**config.mk**
```make
export PLATFORM = sky130hd
export DESIGN_NAME = fls_host
export DESIGN_NICKNAME = d
export VERILOG_FILES = /design/src/verilog/fls_pkg.sv /design/src/verilog/fls_host.sv /design/src/verilog/fls_tmr.sv
export SDC_FILE = /design/constraint.sdc
export NUM_CORES = 1
export LEC_CHECK = 0
export ABC_CLOCK_PERIOD_IN_PS = 6700
export CAP_MARGIN = 20
export CORE_AREA = 2 2 170 172
export CTS_CLUSTER_SIZE = 40
export DETAILED_ROUTE_END_ITERATION = 12
export DIE_AREA = 0 0 172 174
export DONT_BUFFER_PORTS = 1
export PLACE_DENSITY = 0.5
export SLEW_MARGIN = 0
export SYNTH_ARGS = -nofsm -noshare
export SYNTH_HDL_FRONTEND = slang
export SYNTH_SLANG_ARGS = --single-unit
```
**constraint.sdc**
```tcl
create_clock -name clk -period 6.7 [get_ports clk]
set_input_delay 0.67 -clock clk [delete_from_list [all_inputs] [get_ports clk]]
set_output_delay 0.67 -clock clk [all_outputs]
set_load 0.1 [all_outputs]
```
**src/verilog/fls_pkg.sv**
```systemverilog
package fls_pkg;

	// ----------------------------------------------------------------
	// clock and pin timing
	// ----------------------------------------------------------------
	localparam int CLK_PERIOD_PS = 8000;            // 125 MHz
	localparam int T_WSETUP_NS   = 10;              // address/data before strobe
	localparam int T_WLOW_NS     = 60;              // write strobe low
	localparam int T_WREC_NS     = 30;              // data hold and strobe high
	localparam int T_ACC_NS      = 90;              // read access
	localparam int T_RREC_NS     = 20;              // output float after read
	localparam int T_RSTREC_NS   = 150;             // reset high to first access

	// least times round up, never below one cycle
	function automatic int ns_to_cyc(input int ns);
		int c;
		c = (ns * 1000 + CLK_PERIOD_PS - 1) / CLK_PERIOD_PS;
		return (c < 1) ? 1 : c;
	endfunction

	localparam int TMR_W = 5;
	localparam logic [TMR_W-1:0] CYC_WSETUP = TMR_W'(ns_to_cyc(T_WSETUP_NS));
	localparam logic [TMR_W-1:0] CYC_WLOW   = TMR_W'(ns_to_cyc(T_WLOW_NS));
	localparam logic [TMR_W-1:0] CYC_WREC   = TMR_W'(ns_to_cyc(T_WREC_NS));
	localparam logic [TMR_W-1:0] CYC_ACC    = TMR_W'(ns_to_cyc(T_ACC_NS));
	localparam logic [TMR_W-1:0] CYC_RREC   = TMR_W'(ns_to_cyc(T_RREC_NS));
	localparam logic [TMR_W-1:0] CYC_RSTREC = TMR_W'(ns_to_cyc(T_RSTREC_NS));

	// ----------------------------------------------------------------
	// register map (byte offsets)
	// ----------------------------------------------------------------
	localparam logic [7:0] OFF_CMD     = 8'h00;
	localparam logic [7:0] OFF_ADDR    = 8'h04;
	localparam logic [7:0] OFF_WDATA   = 8'h08;
	localparam logic [7:0] OFF_CTRL    = 8'h0C;
	localparam logic [7:0] OFF_STAT    = 8'h10;
	localparam logic [7:0] OFF_RDATA   = 8'h14;
	localparam logic [7:0] OFF_SR_VIEW = 8'h18;
	localparam logic [7:0] OFF_PS_VIEW = 8'h1C;

	localparam int CMD_CODE_LSB = 0;
	localparam int CMD_KIND_LSB = 8;
	localparam int CTRL_RST_BIT = 0;
	localparam int CTRL_WP_BIT  = 1;
	localparam int CTRL_VPP_BIT = 2;
	localparam logic [2:0] CTRL_RESET = 3'h1;      // flash held in reset

	localparam int STAT_BUSY_BIT    = 0;
	localparam int STAT_REFUSED_BIT = 1;
	localparam int STAT_REDIR_BIT   = 2;
	localparam int STAT_SUSP_BIT    = 3;
	localparam int STAT_RETRY_BIT   = 4;

	// ----------------------------------------------------------------
	// flash codes and status fields
	// ----------------------------------------------------------------
	localparam logic [7:0] CODE_STATUS_READ = 8'h70;
	localparam logic [7:0] CODE_BUF_PGM     = 8'hE8;
	localparam logic [7:0] CODE_LOCK_SETUP  = 8'h60;
	localparam logic [7:0] CODE_PS_CONFIRM  = 8'h04;
	localparam logic [7:0] CODE_RESUME      = 8'hD0;
	localparam int SR_READY_BIT     = 7;
	localparam int SR_PGM_SUSP_BIT  = 2;
	localparam int XSR_AVAIL_BIT    = 7;
	localparam logic [15:0] SR_VIEW_MASK = 16'h00FE;
	localparam logic [15:0] PS_VIEW_MASK = 16'h0700;

	localparam int ADDR_W = 22;

	typedef enum logic [2:0] {
		K_WR1    = 3'h0,   // write code
		K_WR2    = 3'h1,   // write code, then write data
		K_WRRD   = 3'h2,   // write code, then read
		K_RD     = 3'h3,   // single read
		K_DATA   = 3'h4,   // single write of data
		K_PSETUP = 3'h5,   // partition setup, code on low address
		K_BUFPGM = 3'h6,   // buffered program start with availability retry
		K_POLL   = 3'h7    // status poll until ready
	} fls_kind_t;

	typedef enum logic [2:0] {
		S_IDLE = 3'b000,
		S_WSET = 3'b001,
		S_WLOW = 3'b011,
		S_WREC = 3'b010,
		S_DEC  = 3'b110,
		S_RLOW = 3'b111,
		S_RREC = 3'b101,
		S_RST  = 3'b100
	} fls_state_t;

	typedef struct packed {
		logic              rst_b;
		logic              wp_b;
		logic              vpp_en;
		logic              ce_b;
		logic              we_b;
		logic              oe_b;
		logic              dq_oe;
		logic [ADDR_W-1:0] addr;
		logic [15:0]       dq_out;
	} fls_pins_t;

endpackage

```
**src/verilog/fls_host.sv**
```systemverilog
//
// Notes on behaviour
// - buffered program: count minus one, N address/data pairs, then confirm.
// - with both suspended, resume the program before the erase.
// - mask status bits 15 to 8 and bit 0 when polling.
// - buffer status bit 7 low means buffered program refused; reissue it.
// - mask partition word bits 15 to 11 and 7 to 0 on read.
// - partition setup code goes on the low sixteen address lines.
// - both cycles of a two-cycle command use the same address.
//
`timescale 1ns/10ps
module fls_host
	import fls_pkg::*;
(
	input  wire logic             clk,
	input  wire logic             rst_b,
	input  wire logic             psel,
	input  wire logic             penable,
	input  wire logic             pwrite,
	input  wire logic [7:0]       paddr,
	input  wire logic [31:0]      pwdata,
	output logic [31:0]           prdata,
	output logic                  pready,
	output logic                  pslverr,
	input  wire logic [15:0]      dq_in,
	output fls_pkg::fls_pins_t    pins
);
	// ----------------------------------------------------------------
	// declarations
	// ----------------------------------------------------------------
	fls_state_t        state;
	fls_kind_t         kind;
	logic [1:0]        step;
	logic [7:0]        code;
	logic [ADDR_W-1:0] addr_reg;
	logic [ADDR_W-1:0] eff_addr;
	logic [ADDR_W-1:0] susp_addr;
	logic [15:0]       wdata_reg;
	logic [15:0]       rd_data;
	logic [2:0]        ctrl;
	logic              tmr_load;
	logic [TMR_W-1:0]  tmr_val;
	logic              tmr_done;
	logic              susp_valid;
	logic              refused;
	logic              redirected;
	logic              buf_retry;
	logic              hit;
	logic [31:0]       rd_mux;
	logic              wr_acc;
	logic              start;
	logic              redirect;
	logic              cyc_wr;
	logic              cyc_last;
	logic [15:0]       cyc_data;
	logic              poll_susp;
	fls_kind_t         new_kind;
	logic [7:0]        new_code;

	// ----------------------------------------------------------------
	// apb slave
	// ----------------------------------------------------------------
	// one wait state: pready rises one cycle into the access phase
	always_ff @(posedge clk or negedge rst_b) begin
		if (!rst_b) begin
			pready  <= 1'b0;
			pslverr <= 1'b0;
			prdata  <= '0;
		end else begin
			pready  <= 1'b0;
			pslverr <= 1'b0;
			if (psel && penable && !pready) begin
				pready  <= 1'b1;
				pslverr <= !hit;
				prdata  <= rd_mux;
			end
		end
	end

	// read decode; unmapped offsets answer zero with an error
	always_comb begin
		hit    = 1'b1;
		rd_mux = '0;
		unique case (paddr)
			OFF_CMD:     rd_mux = {21'h0, kind, code};
			OFF_ADDR:    rd_mux = {10'h0, addr_reg};
			OFF_WDATA:   rd_mux = {16'h0, wdata_reg};
			OFF_CTRL:    rd_mux = {29'h0, ctrl};
			OFF_STAT:    rd_mux = {27'h0, buf_retry, susp_valid, redirected, refused,
				state != S_IDLE};
			OFF_RDATA:   rd_mux = {16'h0, rd_data};
			OFF_SR_VIEW: rd_mux = {16'h0, rd_data & SR_VIEW_MASK};
			OFF_PS_VIEW: rd_mux = {16'h0, rd_data & PS_VIEW_MASK};
			default:     hit = 1'b0;
		endcase
	end

	// writes take effect only at the edge that completes the transfer
	assign wr_acc   = psel && penable && pready && pwrite && hit;
	assign start    = wr_acc && (paddr == OFF_CMD);
	assign new_kind = fls_kind_t'(pwdata[CMD_KIND_LSB +: 3]);
	assign new_code = pwdata[CMD_CODE_LSB +: 8];
	// a resume while a program suspend is on record goes to that partition
	assign redirect = (new_kind == K_WR1) && (new_code == CODE_RESUME) && susp_valid;

	// ----------------------------------------------------------------
	// software registers
	// ----------------------------------------------------------------
	always_ff @(posedge clk or negedge rst_b) begin
		if (!rst_b) begin
			addr_reg  <= '0;
			wdata_reg <= '0;
			ctrl      <= CTRL_RESET;
		end else if (wr_acc) begin
			unique case (paddr)
				OFF_ADDR:  addr_reg  <= pwdata[ADDR_W-1:0];
				OFF_WDATA: wdata_reg <= pwdata[15:0];
				OFF_CTRL:  ctrl      <= pwdata[2:0];
				default:   ;
			endcase
		end
	end

	// ----------------------------------------------------------------
	// bus cycle plan for the current step
	// ----------------------------------------------------------------
	always_comb begin
		cyc_wr   = 1'b1;
		cyc_last = 1'b1;
		cyc_data = {8'h00, code};
		unique case (kind)
			K_WR1: ;
			K_WR2: begin
				cyc_last = (step == 2'd1);
				if (step != 2'd0) cyc_data = wdata_reg;
			end
			K_WRRD: begin
				cyc_last = (step == 2'd1);
				cyc_wr   = (step == 2'd0);
			end
			K_RD:   cyc_wr = 1'b0;
			K_DATA: cyc_data = wdata_reg;
			K_PSETUP: begin
				cyc_last = (step == 2'd1);
				cyc_data = {8'h00, (step == 2'd0) ? CODE_LOCK_SETUP : CODE_PS_CONFIRM};
			end
			K_BUFPGM: begin
				cyc_last = (step == 2'd2);
				cyc_wr   = (step != 2'd1);
				cyc_data = (step == 2'd2) ? wdata_reg : {8'h00, CODE_BUF_PGM};
			end
			K_POLL: begin
				cyc_last = (step == 2'd1);
				cyc_wr   = (step == 2'd0);
				cyc_data = {8'h00, CODE_STATUS_READ};
			end
		endcase
	end

	// ----------------------------------------------------------------
	// sequencer
	// ----------------------------------------------------------------
	fls_tmr #(
		.W (TMR_W)
	) u_tmr (
		.clk   (clk),
		.rst_b (rst_b),
		.load  (tmr_load),
		.val   (tmr_val),
		.done  (tmr_done)
	);

	// eff_addr is latched once per command and reused in every cycle
	always_ff @(posedge clk or negedge rst_b) begin
		if (!rst_b) begin
			state    <= S_RST;
			kind     <= K_WR1;
			code     <= '0;
			step     <= '0;
			eff_addr <= '0;
			rd_data  <= '0;
			tmr_load <= 1'b0;
			tmr_val  <= '0;
		end else begin
			tmr_load <= 1'b0;
			if (ctrl[CTRL_RST_BIT]) begin
				// flash held in reset: keep reloading the recovery time
				state    <= S_RST;
				tmr_load <= 1'b1;
				tmr_val  <= CYC_RSTREC;
			end else begin
				unique case (state)
					S_IDLE: if (start) begin
						kind  <= new_kind;
						code  <= new_code;
						step  <= '0;
						state <= S_DEC;
						if (redirect) begin
							eff_addr <= susp_addr;
						end else if (new_kind == K_PSETUP) begin
							eff_addr <= {addr_reg[ADDR_W-1:16], wdata_reg};
						end else begin
							eff_addr <= addr_reg;
						end
					end
					S_DEC: begin
						tmr_load <= 1'b1;
						if (cyc_wr) begin
							tmr_val <= CYC_WSETUP;
							state   <= S_WSET;
						end else begin
							tmr_val <= CYC_ACC;
							state   <= S_RLOW;
						end
					end
					S_WSET: if (tmr_done) begin
						tmr_load <= 1'b1;
						tmr_val  <= CYC_WLOW;
						state    <= S_WLOW;
					end
					S_WLOW: if (tmr_done) begin
						tmr_load <= 1'b1;
						tmr_val  <= CYC_WREC;
						state    <= S_WREC;
					end
					S_WREC: if (tmr_done) begin
						if (cyc_last) begin
							state <= S_IDLE;
						end else begin
							step  <= step + 2'd1;
							state <= S_DEC;
						end
					end
					S_RLOW: if (tmr_done) begin
						rd_data  <= dq_in;
						tmr_load <= 1'b1;
						tmr_val  <= CYC_RREC;
						state    <= S_RREC;
					end
					S_RREC: if (tmr_done) begin
						if (kind == K_POLL && !rd_data[SR_READY_BIT]) begin
							state <= S_DEC;
						end else if (kind == K_BUFPGM && !rd_data[XSR_AVAIL_BIT]) begin
							step  <= '0;
							state <= S_DEC;
						end else if (cyc_last) begin
							state <= S_IDLE;
						end else begin
							step  <= step + 2'd1;
							state <= S_DEC;
						end
					end
					S_RST: if (tmr_done) state <= S_IDLE;
				endcase
			end
		end
	end

	// ----------------------------------------------------------------
	// sticky status and suspend tracking
	// ----------------------------------------------------------------
	// a poll that ends ready with the program-suspend bit records the
	// partition, so a later resume can serve the program first
	assign poll_susp = (state == S_RREC) && tmr_done && (kind == K_POLL)
		&& rd_data[SR_READY_BIT] && rd_data[SR_PGM_SUSP_BIT];

	always_ff @(posedge clk or negedge rst_b) begin
		if (!rst_b) begin
			susp_valid <= 1'b0;
			susp_addr  <= '0;
		end else if (poll_susp) begin
			susp_valid <= 1'b1;
			susp_addr  <= eff_addr;
		end else if (start && state == S_IDLE && redirect) begin
			susp_valid <= 1'b0;
		end
	end

	// write-one-to-clear; a new event in the same cycle wins
	always_ff @(posedge clk or negedge rst_b) begin
		if (!rst_b) begin
			refused    <= 1'b0;
			redirected <= 1'b0;
			buf_retry  <= 1'b0;
		end else begin
			if (wr_acc && paddr == OFF_STAT) begin
				if (pwdata[STAT_REFUSED_BIT]) refused    <= 1'b0;
				if (pwdata[STAT_REDIR_BIT])   redirected <= 1'b0;
				if (pwdata[STAT_RETRY_BIT])   buf_retry  <= 1'b0;
			end
			if (start && state != S_IDLE) refused <= 1'b1;
			if (start && state == S_IDLE && redirect) redirected <= 1'b1;
			if (state == S_RREC && tmr_done && kind == K_BUFPGM && !rd_data[XSR_AVAIL_BIT])
				buf_retry <= 1'b1;
		end
	end

	// ----------------------------------------------------------------
	// flash pins
	// ----------------------------------------------------------------
	// strobe and select rise together while data still drives, so the
	// flash latches stable data whichever edge it sees first
	always_ff @(posedge clk or negedge rst_b) begin
		if (!rst_b) begin
			pins        <= '0;
			pins.ce_b   <= 1'b1;
			pins.we_b   <= 1'b1;
			pins.oe_b   <= 1'b1;
		end else begin
			pins.rst_b  <= !ctrl[CTRL_RST_BIT];
			pins.wp_b   <= ctrl[CTRL_WP_BIT];
			pins.vpp_en <= ctrl[CTRL_VPP_BIT];
			pins.ce_b   <= !(state == S_WSET || state == S_WLOW || state == S_RLOW);
			pins.we_b   <= (state != S_WLOW);
			pins.oe_b   <= (state != S_RLOW);
			pins.dq_oe  <= (state == S_WSET || state == S_WLOW || state == S_WREC);
			pins.addr   <= eff_addr;
			pins.dq_out <= cyc_data;
		end
	end
endmodule

```
**src/verilog/fls_tmr.sv**
```systemverilog
`timescale 1ns/10ps
module fls_tmr #(
	parameter int W = 5
) (
	input  wire logic         clk,
	input  wire logic         rst_b,
	input  wire logic         load,
	input  wire logic [W-1:0] val,
	output logic              done
);
	logic [W-1:0] cnt;

	// ----------------------------------------------------------------
	// phase down-counter
	// ----------------------------------------------------------------
	// reload wins over counting so a phase always gets its full length
	always_ff @(posedge clk or negedge rst_b) begin
		if (!rst_b) begin
			cnt <= '0;
		end else if (load) begin
			cnt <= val;
		end else if (cnt != '0) begin
			cnt <= cnt - 1'b1;
		end
	end

	// done is masked during load so a stale zero never ends a phase
	assign done = (cnt == '0) && !load;
endmodule

```
* After elaboration in Yosys (flattened, before gate mapping)
Cells that the tools add are included.
** Storage, ports and cells
- Bits in registers :: 211
- Input port bits :: 61
- Output and inout bits :: 79
- Logic and storage cells :: 188
** Cells by class
- $add $sub $neg :: 2
- Eq/ne operators :: 39
- Muxes and demuxes :: 54
- Bitwise gates (word level) :: 1
- Reduce and logical (&&, ||, !) cells :: 63
** Operators with widths (number)
- $pmux 22 s8 :: 1
- $pmux 16 s5 :: 1
- $mux 16 :: 3
- $mux 3 :: 12
- $eq 8x5->1 const B :: 4
- $mux 5 :: 6
- $eq 3x3->1 const B :: 9
- $ne 3x3->1 const B :: 8
- $pmux 3 s8 :: 1
- $mux 22 :: 1
- $logic_and 1x1->1 :: 21
- $pmux 5 s4 :: 1
- $reduce_bool 2->1 :: 9
- $eq 8x4->1 const B :: 2
- $mux 1 :: 16
- $eq 3x2->1 const B :: 4
- $mux 2 :: 6
- $reduce_and 2->1 :: 6
- $reduce_bool 5->1 :: 2
- $eq 8x3->1 const B :: 1
- $eq 8x8->1 const B :: 1
- $logic_not 8->1 :: 1
- $ne 2x2->1 const B :: 4
- $reduce_or 8->1 :: 1
- 26 further kinds :: 38

* Depth between registers and ports, before layout
- Depth in word-level cells :: 9
- Gate-level depth with buffers :: 8
- Depth with buffers taken out :: 7

* Cells and area by module
From an unflattened synthesis, not the netlist that was laid out.
** Unflattened totals
- Cell total of the unflattened synthesis :: 770
- Area, all modules :: 8876.0 µm²
** By module, submodules not included
- fls_host :: times used 1, cells an instance 743, area each 8593.2 µm², sequential area each 4911.0 µm²
- fls_tmr :: times used 1, cells an instance 27, area each 282.8 µm², sequential area each 125.1 µm²

* Worst setup path after synthesis
No wires, ideal clock.
- Path type :: register to register
- From :: register pready
- To :: register code[5]
- Setup time :: 0.125 ns
- Arrival time :: 2.366 ns
- Data required time :: 6.575 ns
- Setup slack :: 4.209 ns
- Stages on the path, launching flop included :: 7
- Buffers on the path :: 2
- Clock period less this slack :: 2.491 ns
- Cell sequence :: dfrtp_1 -> nand4_1 -> nand3b_2 -> or3_1 -> buf_6 -> buf_6 -> mux2_4
** On the way
- Cells in the longest elaborated chain, start to end :: 5
** RTL lines
- start, declared :: line fls_host.sv:23 : output logic pready,
- start signal, assigned :: line fls_host.sv:66 : pready <= 1'b0;
- start signal, assigned :: line fls_host.sv:70 : pready <= 1'b0;
- start signal, assigned :: line fls_host.sv:73 : pready <= 1'b1;
- $logic_and 1x1->1 (3 in a row) :: line fls_host.sv:99 : assign wr_acc = psel && penable && pready && pwrite && hit;
- $logic_and 1x1->1 :: line fls_host.sv:100 : assign start = wr_acc && (paddr == OFF_CMD);
- $reduce_and 3->1 (no line)
- end signal, assigned :: line fls_host.sv:195 : code <= new_code;
- end, declared :: line fls_host.sv:34 : logic [7:0] code;
Every way passes these cells.
A chain may end at the register's enable or synchronous reset.

* Worst setup path in the final report
- From :: register pready
- To :: register kind[1]
** On the way
- Cells in the longest elaborated chain, start to end :: 5
** RTL lines
- $logic_and 1x1->1 (3 in a row) :: line fls_host.sv:99
- $logic_and 1x1->1 :: line fls_host.sv:100
- $reduce_and 3->1 (no line)
- end signal, assigned :: line fls_host.sv:194 : kind <= new_kind;
- end, declared :: line fls_host.sv:32 : fls_kind_t kind;
Every way passes these cells.

==> impl_results.md <==
* Worst-path clk slew at 0.06 ns
* Detailed Routing Iterations Pass 1 at 4
* F_max at 315 MHz
* Yosys top cell area share at 55.4%
* CTS max path bufs at 3
* Drt via density at 5.04
* GRT Max-Usage Layer: met2
* Die ar. at 29900 um^2
* Clock Skews at 0.0265 ns
* Num rows at 62
* Internal reg-to-reg setup slack at 3.53 ns
* Relative slew slack at 23.3%
* Hold crit path type: in -> async
* Worst Reg2Reg Path Length in Cells at 5
* CTS Sinks at 201
* Grt total ovfl at 0
* Number of enable flip-flop cells after synthesis at 0
* Max H-tree Level at 1
* Global-route wire length before repair at 37.2 mm
* Layout area overhead at 12.5%
* Min Hold Slack at 0.0699 ns
* Antenna viol nets, final at 0
* Synth Cell Area at 8860 um^2
* Routed wire length at 24.1 mm
* Met3 capacity usage during global routing at 5.44%
* Fraction of registers with async set/reset at 100%
* Internal power at 2220 uW
* Synth warn at 0
* Clock buffer count from CTS at 24
* Setup ws final at 3.53 ns
* Reg2Reg Launch Point: pready$_DFF_PN0_
* Maxcap violations at 0
* Core area at 28200 um^2
* WP buf/inv at 1
* Switch share at 28.4%
* Top post-synthesis cells by area: dfrtp_1, mux2_2, mux2i_1
* Pre-CTS setup slack at 3.33 ns
* Critical Path AT at 3.60 ns
* Worst-Margin Slew at 1.15 ns
* Status: finished clean
* Final #Nets at 799
* PwrDens at 311 nW/um^2
* RSZ-0062 raised after global routing: false
* Static leakage at 0.00479 uW
* Period utilization at 47.4%
* Root buf cell: clkbuf_16
* Min cycle time layout at 3.17 ns
* Die Y at 174 um
* Combinational group share of total power at 11.7%
* Die width at 172 um
* Register area share after synthesis at 56.9%
* Top Ports at 140
* Top cell type by total area after synthesis: dfrtp_1
* Fin Setup TNS at 0 ns
* Slowest-stage cell, CP: dfrtp_1
* Largest stage delay, worst path at 0.95 ns
* Port Buffer Count at 0
* Global Route met2 Usage at 25.1%
* Global Route Usage Sum at 16.3%
* Clock power frac at 41.4%
* Wirelength per Cell at 21.2 um
* Cells after DPL at 1088
* CP Data Required Time at 7.12 ns
* Reg power frac at 46.9%
* Mean Syn Cell Area at 12.0 um^2
* Gpl congestion at 0.776
* Initial DRC count at 415
* Main synth FF type: dfrtp_1
* Maximum vdd ir drop at 180 uV
* Worst path cell trace: nand4_1 -> nand3b_2 -> or3_2 -> buf_4 -> mux2_4
* Total number of vias at 5725
* Clock latency on the worst-skew pair at 0.54 ns
* Max reg flops at 45
* CP top delay family: simple AND/OR/NAND/NOR gates
* Worst setup path category: reg -> reg
* Sw power at 880 uW
* Cts repair resizes at 0
* Crit path capture type: register
* Vias in the first global route at 5809
* Biggest register: pins
* Setup-failing EPs final at 0
* Initial Util at 31.4%
* Final Max Slew Viols at 0
* Seq cells post-synth at 201
* Crit start category: register
* Post-Syn Instances at 741
* Post-route insts no fill at 1135
* Netlist cell types at 64
* R2r endpoint: kind[1]$_DFFE_PN0P_
* CTS tree: built
* Global-route met1 utilization at 21.9%
* Hold Fails Final Rpt at 0
* Share of cells above drive strength 1 at 21.0%
* DRC at 0
* Largest net degree at the start of global routing at 198
* DP HPWL at 16.1 mm
* Crit Path Max Fanout at 47
* Initial antenna violation count at 8
## synthesized netlist by cell type, types with 2 or more instances
library cell	n
a21oi_1	25
o22ai_1	5
o21ai_0	58
a31oi_1	3
nand4_1	2
a211oi_1	3
o41ai_1	2
buf_4	13
xnor2_1	2
buf_6	6
nor4_4	2
a22oi_1	16
nor2_1	21
dfrtp_1	196
nand2_1	79
or3_1	2
nand3b_1	4
buf_2	6
nand2b_1	3
mux2_4	6
o31ai_1	4
a32oi_1	2
clkbuf_1	27
dfstp_2	5
and3b_1	3
mux2i_1	33
a22o_1	25
mux2_2	87
a221oi_1	2
nor3_1	11
o21a_1	2
inv_1	17
nor4b_1	3
ha_1	5
buf_1	2
and3_1	3
or2_2	4
nor2b_1	15
nand3_1	11
and2_1	2
## cell usage in the layout, fill, tap and decap left out, drive strengths merged, types with 10 or more instances in the layout
| cell | count |
|---|---|
| nand3 | 11 |
| nor2 | 21 |
| clkbuf | 38 |
| o21ai | 58 |
| mux2 | 93 |
| nor2b | 15 |
| a22oi | 16 |
| inv | 18 |
| a22o | 25 |
| nor3 | 12 |
| a21oi | 25 |
| conb | 10 |
| dfrtp | 196 |
| nand2 | 79 |
| mux2i | 33 |
| buf | 10 |
## layer usage
layer	vias up	routed length [um]
li1	2628	-
met1	2880	10500
met2	149	11100
met3	56	1730
met4	12	695
met5	-	78
## how the worst max path moves through the flow
stage	endpoint	start	depth (start not counted)	slack (ns)
6_report	kind[1]$_DFFE_PN0P_	pready$_DFF_PN0_	5	3.53
5_1_grt	kind[2]$_DFFE_PN0P_	pready$_DFF_PN0_	5	3.43
4_1_cts	kind[1]$_DFFE_PN0P_	pready$_DFF_PN0_	5	3.49
3_5_place_dp	wdata_reg[5]$_DFFE_PN0P_	paddr[3]	4	3.33
3_3_place_gp	wdata_reg[14]$_DFFE_PN0P_	paddr[3]	4	3.41
2_1_floorplan	code[5]$_DFFE_PN0P_	pready$_DFF_PN0_	6	4.21
## per-stage QoR
stage | total power, uW | util, % | area [um^2]
4_1_cts | 3150 | 35.3 | 9960
2_1_floorplan | 1750 | - | 8890
3_3_place_gp | 1810 | 32.3 | 9130
6_report | 3100 | 35.3 | 9970
3_5_place_dp | 1820 | 32.3 | 9130
5_1_grt | 3260 | 35.3 | 9970
## cells by family after synthesis
kind of cell    synth area share, %
fa+ha+maj                     0.819
flops                          56.9
xor+xnor                      0.297
mux                            15.8
other cells                  0.0423
buf+inv                        4.15
simple gates                   10.3
compound gates                 11.7
## repair_timing
item	in CTS	in global routing
hold buffers	2	0
buffers inserted	0	0
endpoints found under the hold margin	197	0
## final cells by class
class	count	area (um^2)
Antenna cell	2	5.00
Clock buffer	38	713
Clock inverter	4	76.3
Fill cell	2807	18300
Inverter	17	63.8
Multi-Input combinational cell	478	3490
Sequential cell	201	5040
Tap cell	384	480
Timing Repair Buffer	11	105
## power groups by stage
| stage | logic, uW | registers, uW | clock network [uW] |
|---|---|---|---|
| final | 363 | 1460 | 1280 |
| after global routing | 408 | 1470 | 1380 |
| after CTS | 368 | 1460 | 1330 |
| after detailed placement | 340 | 1480 | 0 |
| after global placement | 334 | 1480 | 0 |
| after floorplan | 315 | 1440 | 0 |
(Power assumes the default switching activity.)
